===== config.mk =====
export PLATFORM = sky130hd
export DESIGN_NAME = dic_regs
export DESIGN_NICKNAME = d
export VERILOG_FILES = /design/src/dic_pkg.sv /design/src/dic_regs.sv /design/src/dic_gate_mask.sv
export SDC_FILE = /design/constraint.sdc
export NUM_CORES = 1
export LEC_CHECK = 0
export ABC_AREA = 1
export BUFFER_PORTS_ARGS = -buffer_cell sky130_fd_sc_hd__buf_2
export CORE_UTILIZATION = 50
export CTS_CLUSTER_DIAMETER = 30
export DETAILED_ROUTE_END_ITERATION = 8
export GPL_ROUTABILITY_DRIVEN = 0
export PLACE_DENSITY_LB_ADDON = 0.3
export SLEW_MARGIN = 40
export SYNTH_ARGS = -nofsm -noshare
export SYNTH_HDL_FRONTEND = slang
export SYNTH_SLANG_ARGS = --single-unit

===== constraint.sdc =====
create_clock -name clk_i -period 2.65 [get_ports clk_i]
set_input_delay 0.3975 -clock clk_i [delete_from_list [all_inputs] [get_ports clk_i]]
set_output_delay 0.3975 -clock clk_i [all_outputs]
set_load 0.02 [all_outputs]

===== src/dic_pkg.sv =====
// Package for the device identity and capability register bank.
// Assumes byte addressing on a 32-bit classic Wishbone slave port.
package dic_pkg;

   // ----------------------------------------------------------------
   // Bus and register map
   // ----------------------------------------------------------------
   localparam int ADR_W = 12;
   localparam int DAT_W = 32;
   localparam int SEL_W = DAT_W / 8;
   localparam logic [ADR_W-1:0] OFS_IDENTITY = 12'h004;
   localparam logic [ADR_W-1:0] OFS_MEMSIZE = 12'h008;
   localparam logic [ADR_W-1:0] OFS_FEATURE = 12'h010;
   localparam logic [ADR_W-1:0] OFS_RUN_GATE = 12'h100;
   localparam logic [ADR_W-1:0] OFS_SLEEP_GATE = 12'h110;
   localparam logic [ADR_W-1:0] OFS_DEEP_GATE = 12'h120;
   localparam int WORD_LSB = 2;

   // ----------------------------------------------------------------
   // Field values
   // ----------------------------------------------------------------
   localparam logic [3:0] FORMAT_VERSION = 4'h0;
   localparam logic [2:0] TEMP_INDUSTRIAL = 3'h1;
   localparam logic [1:0] PKG_QFP48 = 2'h1;
   localparam logic [1:0] QUALIFICATION_STATUS_ENG = 2'b00;
   localparam logic [1:0] QUALIFICATION_STATUS_PILOT = 2'b01;
   localparam logic [1:0] QUALIFICATION_STATUS_FULL = 2'b10;
   localparam logic [15:0] SRAM_4KB = 16'h000F;
   localparam logic [15:0] FLASH_16KB = 16'h0007;
   localparam logic [3:0] MIN_DIV_25MHZ = 4'h7;
   localparam logic [3:0] MAX_RATE_250K = 4'h1;

   // ----------------------------------------------------------------
   // Gating word layout and reset values
   // ----------------------------------------------------------------
   localparam int SPD_LSB = 8;
   localparam int SPD_W = 4;
   localparam logic [DAT_W-1:0] GATE_PASS_MASK = 32'h0011_000F;
   localparam logic [DAT_W-1:0] RUN_GATE_RST = 32'h0000_0000;
   localparam logic [DAT_W-1:0] SLEEP_GATE_RST = 32'h0000_0001;
   localparam logic [DAT_W-1:0] DEEP_GATE_RST = 32'h0000_0001;
   localparam int GATE_N = 3;
   localparam logic [DAT_W-1:0] ZERO_WORD = 32'h0000_0000;

   // ----------------------------------------------------------------
   // Carriers
   // ----------------------------------------------------------------
   typedef struct packed {
      logic [3:0] format_version;
      logic [3:0] family_code;
      logic [7:0] part_number_code;
      logic [7:0] rsvd;
      logic [2:0] temp_grade;
      logic [1:0] package_code;
      logic substance_compliance_flag;
      logic [1:0] qualification_status;
   } dic_identity_s;

   typedef struct packed {
      logic [15:0] sram_size;
      logic [15:0] flash_size;
   } dic_memsize_s;

   typedef struct packed {
      logic [10:0] rsvd_hi;
      logic pwm_present;
      logic [2:0] rsvd_mid;
      logic adc_present;
      logic [3:0] min_sysclk_divider;
      logic [3:0] max_sample_rate;
      logic mpu_present;
      logic rsvd_lo;
      logic temp_sensor_present;
      logic pll_present;
      logic watchdog_present;
      logic trace_port_present;
      logic swd_port_present;
      logic jtag_port_present;
   } dic_feature_s;

   typedef struct packed {
      logic [DAT_W-1:0] run_clock_gate_0;
      logic [DAT_W-1:0] sleep_clock_gate_0;
      logic [DAT_W-1:0] deepsleep_clock_gate_0;
   } dic_gate_s;

endpackage : dic_pkg


===== src/dic_regs.sv =====
// Identity and capability register bank with masked clock gating.
// Assumes a classic Wishbone master, byte addresses, 32-bit data.
//
// Overview of operation
// [RULE1] Identity word top nibble reports the register layout version.
// [RULE2] Identity word bits 27:24 report a fixed family code.
// [RULE3] Identity word bits 23:16 report the fixed part number code.
// [RULE4] Reserved bits are undefined for software, which must leave them.
// [RULE5] Temperature grade field reads 1, the industrial range.
// [RULE6] Package field reads 1, the 48-pin quad flat package.
// [RULE7] Compliance bit reads 1 for hazardous-substance compliant parts.
// [RULE8] Qualification: 00 sample, 01 pilot, 10 qualified, 11 reserved.
// [RULE9] Memory capability upper half reports SRAM size, 000F is 4 KB.
// [RULE10] Memory capability lower half reports flash size, 0007 is 16 KB.
// [RULE11] Feature bit 20 flags the PWM module, bit 16 the converter.
// [RULE12] Bits 15:12 give minimum clock divider, 7 means 25 MHz.
// [RULE13] Bits 11:8 give maximum sample rate, 1 means 250K per second.
// [RULE14] Bit 7 reads 1 when the memory protection unit exists.
// [RULE15] Bits 5, 4, 3 flag temperature sensor, PLL and watchdog.
// [RULE16] Bits 2, 1, 0 flag trace port, two-wire debug and JTAG.
// [RULE17] Marked capability bits mask run, sleep and deep-sleep gating.
// [RULE18] Gating positions without a marked capability bit pass as 0.
// [RULE19] Converter speed setting is clipped to the maximum sample rate.
// [RULE20] Writes to identity and capability words change nothing.
`timescale 1ns/1ps
module dic_regs
   import dic_pkg::*;
#(
   parameter logic [3:0] FAMILY = 4'h5, // Arbitrary value
   parameter logic [7:0] PART = 8'h3C, // Arbitrary value
   parameter logic [1:0] QUALIFICATION_STATUS = QUALIFICATION_STATUS_FULL,
   parameter logic [15:0] SRAM_SIZE = SRAM_4KB,
   parameter logic [15:0] FLASH_SIZE = FLASH_16KB,
   parameter logic [3:0] MIN_DIV = MIN_DIV_25MHZ,
   parameter logic [3:0] MAX_RATE = MAX_RATE_250K,
   parameter bit HAS_PWM = 1'b1,
   parameter bit HAS_ADC = 1'b1,
   parameter bit HAS_MPU = 1'b1,
   parameter bit HAS_TSENSE = 1'b1,
   parameter bit HAS_PLL = 1'b1,
   parameter bit HAS_WDOG = 1'b1,
   parameter bit HAS_TRACE = 1'b1,
   parameter bit HAS_SWD = 1'b1,
   parameter bit HAS_JTAG = 1'b1
)(
   // Clock and reset
   input wire logic clk_i,
   input wire logic rst_i,
   // Wishbone slave
   input wire logic wb_cyc_i,
   input wire logic wb_stb_i,
   input wire logic wb_we_i,
   input wire logic [ADR_W-1:0] wb_adr_i,
   input wire logic [SEL_W-1:0] wb_sel_i,
   input wire logic [DAT_W-1:0] wb_dat_i,
   output logic [DAT_W-1:0] wb_dat_o,
   output logic wb_ack_o,
   // Effective clock-gating words
   output dic_gate_s gate_o
);

   // ----------------------------------------------------------------
   // Fixed words
   // ----------------------------------------------------------------
   dic_identity_s id_word;
   dic_memsize_s mem_word;
   dic_feature_s feat_word;

   always_comb begin
      id_word = '0; // [RULE4]
      id_word.format_version = FORMAT_VERSION; // [RULE1]
      id_word.family_code = FAMILY; // [RULE2]
      id_word.part_number_code = PART; // [RULE3]
      id_word.temp_grade = TEMP_INDUSTRIAL; // [RULE5]
      id_word.package_code = PKG_QFP48; // [RULE6]
      id_word.substance_compliance_flag = 1'b1; // [RULE7]
      id_word.qualification_status = QUALIFICATION_STATUS; // [RULE8]
   end

   always_comb begin
      mem_word.sram_size = SRAM_SIZE; // [RULE9]
      mem_word.flash_size = FLASH_SIZE; // [RULE10]
   end

   always_comb begin
      feat_word = '0; // [RULE4]
      feat_word.pwm_present = HAS_PWM; // [RULE11]
      feat_word.adc_present = HAS_ADC; // [RULE11]
      feat_word.min_sysclk_divider = MIN_DIV; // [RULE12]
      feat_word.max_sample_rate = MAX_RATE; // [RULE13]
      feat_word.mpu_present = HAS_MPU; // [RULE14]
      feat_word.temp_sensor_present = HAS_TSENSE; // [RULE15]
      feat_word.pll_present = HAS_PLL; // [RULE15]
      feat_word.watchdog_present = HAS_WDOG; // [RULE15]
      feat_word.trace_port_present = HAS_TRACE; // [RULE16]
      feat_word.swd_port_present = HAS_SWD; // [RULE16]
      feat_word.jtag_port_present = HAS_JTAG; // [RULE16]
   end

   // ----------------------------------------------------------------
   // Bus decode
   // ----------------------------------------------------------------
   logic req;
   logic wr_stb;
   logic rd_stb;
   logic [GATE_N-1:0] gate_hit;
   logic [GATE_N-1:0] gate_wr;
   logic [ADR_W-1:0] gate_ofs [GATE_N];
   logic [ADR_W-1:0] word_adr;

   // Registered ack costs a cycle but keeps every output on a flop
   assign req = wb_cyc_i & wb_stb_i & ~wb_ack_o;
   assign wr_stb = req & wb_we_i;
   assign rd_stb = req & ~wb_we_i;
   // Byte lane bits are ignored: every register is one aligned word
   assign word_adr = {wb_adr_i[ADR_W-1:WORD_LSB], {WORD_LSB{1'b0}}};
   assign gate_ofs[0] = OFS_RUN_GATE;
   assign gate_ofs[1] = OFS_SLEEP_GATE;
   assign gate_ofs[2] = OFS_DEEP_GATE;

   genvar h;
   generate
      for (h = 0; h < GATE_N; h++) begin : g_hit
         assign gate_hit[h] = (word_adr == gate_ofs[h]);
         assign gate_wr[h] = wr_stb & gate_hit[h];
      end
   endgenerate

   // ----------------------------------------------------------------
   // Gating control words
   // ----------------------------------------------------------------
   logic [DAT_W-1:0] gate_r [GATE_N];
   logic [DAT_W-1:0] gate_eff [GATE_N];
   logic [DAT_W-1:0] gate_rst [GATE_N];

   assign gate_rst[0] = RUN_GATE_RST;
   assign gate_rst[1] = SLEEP_GATE_RST;
   assign gate_rst[2] = DEEP_GATE_RST;

   genvar g;
   genvar b;
   generate
      for (g = 0; g < GATE_N; g++) begin : g_gate
         for (b = 0; b < SEL_W; b++) begin : g_byte
            always_ff @(posedge clk_i) begin
               if (rst_i) begin
                  gate_r[g][b*8 +: 8] <= gate_rst[g][b*8 +: 8];
               end else if (gate_wr[g] && wb_sel_i[b]) begin
                  gate_r[g][b*8 +: 8] <= wb_dat_i[b*8 +: 8];
               end
            end
         end
         dic_gate_mask u_mask (
            .raw_i (gate_r[g]),
            .cap_i (feat_word),
            .eff_o (gate_eff[g])
         );
      end
   endgenerate

   always_ff @(posedge clk_i) begin
      if (rst_i) begin
         gate_o <= {RUN_GATE_RST, SLEEP_GATE_RST, DEEP_GATE_RST};
      end else begin
         gate_o.run_clock_gate_0 <= gate_eff[0]; // [RULE17]
         gate_o.sleep_clock_gate_0 <= gate_eff[1]; // [RULE17]
         gate_o.deepsleep_clock_gate_0 <= gate_eff[2]; // [RULE17]
      end
   end

   // ----------------------------------------------------------------
   // Read mux and acknowledge
   // ----------------------------------------------------------------
   logic [DAT_W-1:0] rd_nxt;

   // Fixed words have no storage, so a write there is simply dropped
   always_comb begin
      unique case (word_adr)
         OFS_IDENTITY: rd_nxt = id_word; // [RULE20]
         OFS_MEMSIZE: rd_nxt = mem_word; // [RULE20]
         OFS_FEATURE: rd_nxt = feat_word; // [RULE20]
         OFS_RUN_GATE: rd_nxt = gate_eff[0];
         OFS_SLEEP_GATE: rd_nxt = gate_eff[1];
         OFS_DEEP_GATE: rd_nxt = gate_eff[2];
         default: rd_nxt = ZERO_WORD;
      endcase
   end

   always_ff @(posedge clk_i) begin
      if (rst_i) begin
         wb_ack_o <= 1'b0;
      end else begin
         wb_ack_o <= req;
      end
   end

   always_ff @(posedge clk_i) begin
      if (rst_i) begin
         wb_dat_o <= ZERO_WORD;
      end else if (rd_stb) begin
         wb_dat_o <= rd_nxt;
      end
   end

endmodule : dic_regs


===== src/dic_gate_mask.sv =====
// Effective value of one clock-gating control word.
// Assumes the capability word is constant; purely combinational.
`timescale 1ns/1ps
module dic_gate_mask
   import dic_pkg::*;
(
   // Stored control word and capability word
   input wire logic [DAT_W-1:0] raw_i,
   input wire logic [DAT_W-1:0] cap_i,
   // Word handed to the gating logic
   output logic [DAT_W-1:0] eff_o
);

   logic [SPD_W-1:0] spd;
   logic [SPD_W-1:0] spd_max;
   logic [SPD_W-1:0] spd_clip;
   logic [DAT_W-1:0] spd_word;

   always_comb begin
      spd = raw_i[SPD_LSB +: SPD_W];
      spd_max = cap_i[SPD_LSB +: SPD_W];
      // Clip rather than mask, so a too-high request still runs
      spd_clip = (spd > spd_max) ? spd_max : spd; // [RULE19]
      spd_word = ZERO_WORD;
      spd_word[SPD_LSB +: SPD_W] = spd_clip;
   end

   // Unlisted positions other than the clipped speed field never reach the gating logic
   assign eff_o = (raw_i & cap_i & GATE_PASS_MASK) | spd_word; // [RULE17] [RULE18]

endmodule : dic_gate_mask


==> results of run 1 <==
cell usage in the layout, fill, tap and decap left out, drive strengths merged, types with 2 or more instances in the layout:
master,instances
conb,85
edfxtp,30
nand2,64
nor3,6
o21ai,12
clkbuf,12
nand4,11
clkinv,3
buf,86
nand3,24
or2,2
dfxtp,46
nor2,82
a21oi,13
inv,57
final timing paths:
| check | cells after the start | slack (ns) | start | to |
|---|---|---|---|---|
| worst max-delay path | 7 | 0.79 | wb_ack_o | gate_r[2][11] |
| worst min-delay path | 3 | 0.36 | wb_dat_i[0] | gate_r[1][0] |
| worst min register to register | 2 | 0.45 | wb_dat_o[10] | wb_dat_o[10] |
| worst max register to register | 7 | 0.79 | wb_ack_o | gate_r[2][11] |
worst min-delay path, delay by kind of cell:
kind / cells / cell delay (ns)
and+or+nand+nor: 1 / 0.07
buffers and inverters: 2 / 0.13
final cells by class:
| class | instances | area (µm²) | area share |
|---|---|---|---|
| repair buffers | 86 | 445 | 0.109 |
| clock inverters | 4 | 27.5 | 0.00672 |
| flip-flops and latches | 76 | 1820 | 0.445 |
| inverters | 56 | 210 | 0.0513 |
| multi-input cells | 300 | 1290 | 0.316 |
| well taps | 96 | 120 | 0.0293 |
| clock buffers | 12 | 178 | 0.0434 |
logic make-up after synthesis:
logic type             Yosys count  synth area share
AO/OA/AOI/OAI                   26            0.0361
buffers and inverters          149             0.238
flip-flops                      76             0.496
other                            1           0.00102
AND/OR/NAND/NOR                189             0.229
metal layers:
metal / global-route usage / vias up
met4: 0.0879 / 0
met2: 0.283 / 101
li1: - / 1384
met1: 0.217 / 1195
met5: 0 / -
met3: 0.0603 / 12
through the flow:
stage / hold slack, ns / utilization / power (µW)
finish: 0.362 / 0.590 / 2420
global route: 0.348 / 0.590 / 2540
CTS: 0.348 / 0.590 / 2450
detailed placement: 0.434 / 0.560 / 1570
global placement: 0.430 / 0.560 / 1570
floorplan: 0.437 / - / 1590
where the power goes:
group	total [µW]	switching (µW)	internal (µW)	leakage, µW
registers	1270	14.6	1250	0.000678
clock network	878	422	457	0.000107
logic	278	223	55.2	0.00137
registers in the layout (all words and copies together) (netlist names):
| signal | flops |
|---|---|
| gate_o | 30 |
| gate_r | 30 |
| wb_dat_o | 15 |
| wb_ack_o | 1 |
==> metrics.txt, run 1 <==
status completed; Total Routing Usage GR 0.178; Setup violations, final 0; unrepaired setup endpoints after global routing no; routed length on met2 3290 µm; gr ovfl total 0; layout cells sized above 1 0.217; Post-synth EDFFs 30; Routed wire per std cell 10.6 µm; Placed Area 3890 µm²; fin area 4100 µm²; CP delay by family, top simple AND/OR/NAND/NOR gates; Synth async-reset ratio 0; crit-path cells nor2_1 > inv_1 > nor2_1 > inv_1 > nor3_4 > inv_2 > o21ai_0; Placed Cells 614; Nets 582; Crit Path Category flip-flop to flip-flop; Hold-fix buffers, CTS 0; area delta synth->final 11.5%; final instance count without filler cells 630; synth cell count leaders 83 x buf_4, 78 x nor2_1, 62 x nand2_1, 54 x inv_1, 46 x dfxtp_1; ys flop type dfxtp_1; worst setup margin 0.786 ns; synth top area cells dfxtp_1 25%, edfxtp_1 25%, buf_4 17%; I/O Buffers 80; met3 routed WL 379 µm; Setup WS pre-CTS 0.480 ns; period utilization 0.703; ant diodes 0; startpoint type of the worst setup path flip-flop; PD cells 592 nW/µm²; die width 87.7 µm; DR pass1 iterations 4; Rows 30; Fillers 653; initial antenna violation count 0; area leader, netlist dfxtp_1; routed vias/inst 4.27; Synth Register Bits 76; CTS max path bufs 2; Die ar. 7690 µm²; wl on met1 2880 µm; global-route wire length before repair 10200 µm; Die Ht 87.7 µm; DP HPWL 5070 µm; actual slew at the worst max-slew pin 0.653 ns; routed wire length 6690 µm; Fin. Hold Viols 0; TritonCTS clock tree yes; Num Clock Sinks 76; root buffer cell clkbuf_8; area share of the largest cell type after synthesis 0.251; crit path buf inv count 3; max incr delay on CP 0.45 ns; via count 2692; cells after synthesis 441; CP Max Fanout 4; most common cell in the synthesized netlist buf_4; TNS Setup 0 ns; Ys Warns 0; CP Data Required Time 2.63 ns; Final ANT Viol Nets 0; total CTS buffers 9; crit path capture type flip-flop; Leakage 0.00215 µW; HP Class input pin to flip-flop; min Tclk post-route 1.86 ns; Synth Cell Area 3670 µm²; pin count of the biggest net entering global routing 34; Initial Utilization 0.529; Critical Path AT 1.84 ns; Clock Latency Late Sink 0.34 ns; vias in the first global route 2319; worst vdd ir 0.293 mV; DRC viols 0; Core Region 6940 µm²; Slew Limit Fails 0; Worst Skew 0.00812 ns; cts repair resizes 0; DRT iter0 DRCs 104; Worst slew margin 0.560; sequential area share after synthesis 0.496; # Post-CTS Setup Buffers 0; H-Tree Depth 3; post-synth cell types 24; Clk pin slew, worst setup/hold paths 0.08 ns; syn avg cell area 8.33 µm²; f_max 537 MHz; I/O pins 182; Slowest-stage cell, CP o21ai_0; top layer in use met4; Max-Cap Viols 0
Note: power is estimated with default switching activity, not from simulation.
==> run 2: changes to the inputs <==
Settings changed: ABC_AREA 1 to 0, CORE_UTILIZATION 50 to 45.
Clock period 2.65 ns to 1.96 ns, I/O delays scaled along.
==> run 2 against run 1 <==
Against the previous run:
- non-clock buffer count up 3
- clock-buffer cell count down 2
- critical path depth down 4
- routed wire length down 5.2%
- die area up 6.4%
- sequential cell count unchanged
- largest power group unchanged
- sequential share of layout area up 1.5 points
- via count down 13%
==> metrics.txt, run 2 <==
Clock Latency Late Sink 0.35 ns (was 0.34 ns); Ys Warns 0 (unchanged); post-synth cell types 45 (was 24); Final ANT Viol Nets 0 (unchanged); Placed Cells 516 (was 614); Fin. Hold Viols 0 (unchanged); synth top area cells dfxtp_1 26%, edfxtp_1 26%, buf_4 18% (was dfxtp_1 25%, edfxtp_1 25%, buf_4 17%); die width 90.5 µm (was 87.7 µm); Total Routing Usage GR 0.158 (was 0.178); routed wire length 6340 µm (was 6690 µm); Leakage 0.00182 µW (was 0.00215 µW); Die ar. 8190 µm² (was 7690 µm²); worst hold start wb_dat_i[0] (unchanged); Worst slew margin 0.647 (was 0.560); period utilization 0.828 (was 0.703); worst reg-to-reg path cell count 3 (was 7); f_max 616 MHz (was 537 MHz); TNS Setup 0 ns (unchanged); crit path capture type flip-flop (unchanged); Routed wire per std cell 11.9 µm (was 10.6 µm); routed vias/inst 4.39 (was 4.27); Nets 481 (was 582); I/O pins 182 (unchanged); via count 2334 (was 2692); Rows 31 (was 30); cells after synthesis 338 (was 441); CTS max path bufs 2 (unchanged); Crit Path Category flip-flop to flip-flop (unchanged); CP Max Fanout 9 (was 4); Num Clock Sinks 76 (unchanged); area share of the largest cell type after synthesis 0.261 (was 0.251); global-route wire length before repair 10200 µm (about the same); I/O Buffers 80 (unchanged); Post-synth EDFFs 30 (unchanged); Clk pin slew, worst setup/hold paths 0.08 ns (about the same); Synth Cell Area 3520 µm² (was 3670 µm²); HP Class input pin to flip-flop (unchanged); sequential area share after synthesis 0.517 (was 0.496); Hold-fix buffers, CTS 0 (unchanged); Slew Limit Fails 0 (unchanged); worst vdd ir 0.294 mV (was 0.293 mV); ant diodes 0 (unchanged); Max-Cap Viols 0 (unchanged); most frequent cells in the layout 85 x conb_1, 80 x buf_2, 46 x dfxtp_1, 40 x nor2_1, 30 x edfxtp_1 (was 85 x conb_1, 80 x buf_2, 78 x nor2_1, 62 x nand2_1, 54 x inv_1); CP Data Required Time 2.16 ns (was 2.63 ns); RR Startpoint wb_ack_o (unchanged); status completed (unchanged); Synth Register Bits 76 (unchanged); vias in the first global route 2185 (was 2319); Synth async-reset ratio 0 (unchanged); final instance count without filler cells 532 (was 630); largest registers gate_o (30), gate_r (30), wb_dat_o (15) (unchanged); min Tclk post-route 1.62 ns (was 1.86 ns); layout cells sized above 1 0.266 (was 0.217); PD cells 837 nW/µm² (was 592 nW/µm²); startpoint type of the worst setup path flip-flop (unchanged); TritonCTS clock tree yes (unchanged); Initial Utilization 0.476 (was 0.529); origin of the worst setup path wb_ack_o (unchanged); ys flop type dfxtp_1 (unchanged); gr ovfl total 0 (unchanged); most common cell in the synthesized netlist buf_4 (unchanged); depth of the worst hold-timing path 3 (unchanged); actual slew at the worst max-slew pin 0.529 ns (was 0.653 ns); # Post-CTS Setup Buffers 0 (unchanged); area delta synth->final 12.4% (was 11.5%); initial antenna violation count 0 (unchanged); Worst Skew 0.00673 ns (was 0.00812 ns); total power 3310 µW (was 2420 µW); DRT iter0 DRCs 68 (was 104); cts repair resizes 0 (unchanged); DP HPWL 4810 µm (was 5070 µm); H-Tree Depth 3 (unchanged); synth cell count leaders 83 x buf_4, 46 x dfxtp_1, 40 x nor2_1, 30 x edfxtp_1, 24 x nor2b_1 (was 83 x buf_4, 78 x nor2_1, 62 x nand2_1, 54 x inv_1, 46 x dfxtp_1); unrepaired setup endpoints after global routing no (unchanged); area leader, netlist dfxtp_1 (unchanged); Core Region 7410 µm² (was 6940 µm²); pin count of the biggest net entering global routing 26 (was 34); Die Ht 90.5 µm (was 87.7 µm); DRC viols 0 (unchanged); Critical Path AT 1.82 ns (was 1.84 ns); total CTS buffers 9 (unchanged); DR pass1 iterations 4 (unchanged); Setup violations, final 0 (unchanged); most common cell after layout, fill and taps aside conb_1 (unchanged); syn avg cell area 10.4 µm² (was 8.33 µm²); root buffer cell clkbuf_8 (unchanged)
-- run 2: final cells by class --
cell class                      instances  area (µm²)
Clock inverter                          6        68.8
Fill cell                             702        3450
Inverter                                1        3.75
Sequential cell                        76        1820
Multi-Input combinational cell        251        1340
Timing Repair Buffer                   89         468
Tap cell                               99         124
Clock buffer                           10         138
-- run 2: kinds of logic (layout without fill, tap and decap cells) --
family | count (synthesis) | in the layout | synth area share
AO/OA/AOI/OAI | 35 | 35 | 0.0785
XOR/XNOR | 2 | 2 | 0.00497
buffers and inverters | 95 | 106 | 0.193
flip-flops | 76 | 76 | 0.517
multiplexers | 7 | 7 | 0.0202
other | 1 | 85 | 0.00106
AND/OR/NAND/NOR | 122 | 122 | 0.185
-- run 2: power by group --
group          internal [µW]  switching, µW  leakage (µW)
sequential              1690           17.0      0.000678
combinational           87.3            283       0.00103
clock                    636            600      0.000108
total                   2410            900       0.00182
-- run 2: per-stage QoR --
| step | area [µm²] | hold slack [ns] | worst slack (ns) | util |
|---|---|---|---|---|
| detailed placement | 3750 | 0.440 | 0.153 | 0.507 |
| CTS | 3960 | 0.234 | 0.353 | 0.535 |
| global route | 3960 | 0.251 | 0.210 | 0.535 |
| global placement | 3750 | 0.437 | 0.170 | 0.507 |
| floorplan | 3840 | 0.435 | 0.292 | - |
| finish | 3960 | 0.244 | 0.337 | 0.535 |
-- run 2: path summary, 6_finish.rpt --
kind / slack [ns] / endpoint
hold reg to reg: 0.45 / wb_dat_o[5]
hold / removal: 0.24 / gate_r[2][0]
setup / recovery: 0.34 / gate_r[1][3]
setup reg to reg: 0.34 / gate_r[1][3]
-- run 2: worst max-delay path, cell delays in order (launching register included) --
cell,delay (ns)
dfxtp_1,0.32
nand4b_1,0.33
or3_1,0.64
nor2_1,0.19
-- run 2: routing by layer --
layer,track usage,routed length (µm),share of wire,vias to the layer above
li1,-,-,-,1150
met1,0.181,2740,0.43,1059
met2,0.270,3030,0.48,112
met3,0.0412,427,0.067,13
met4,0.0847,142,0.022,0
met5,0,0,0,-
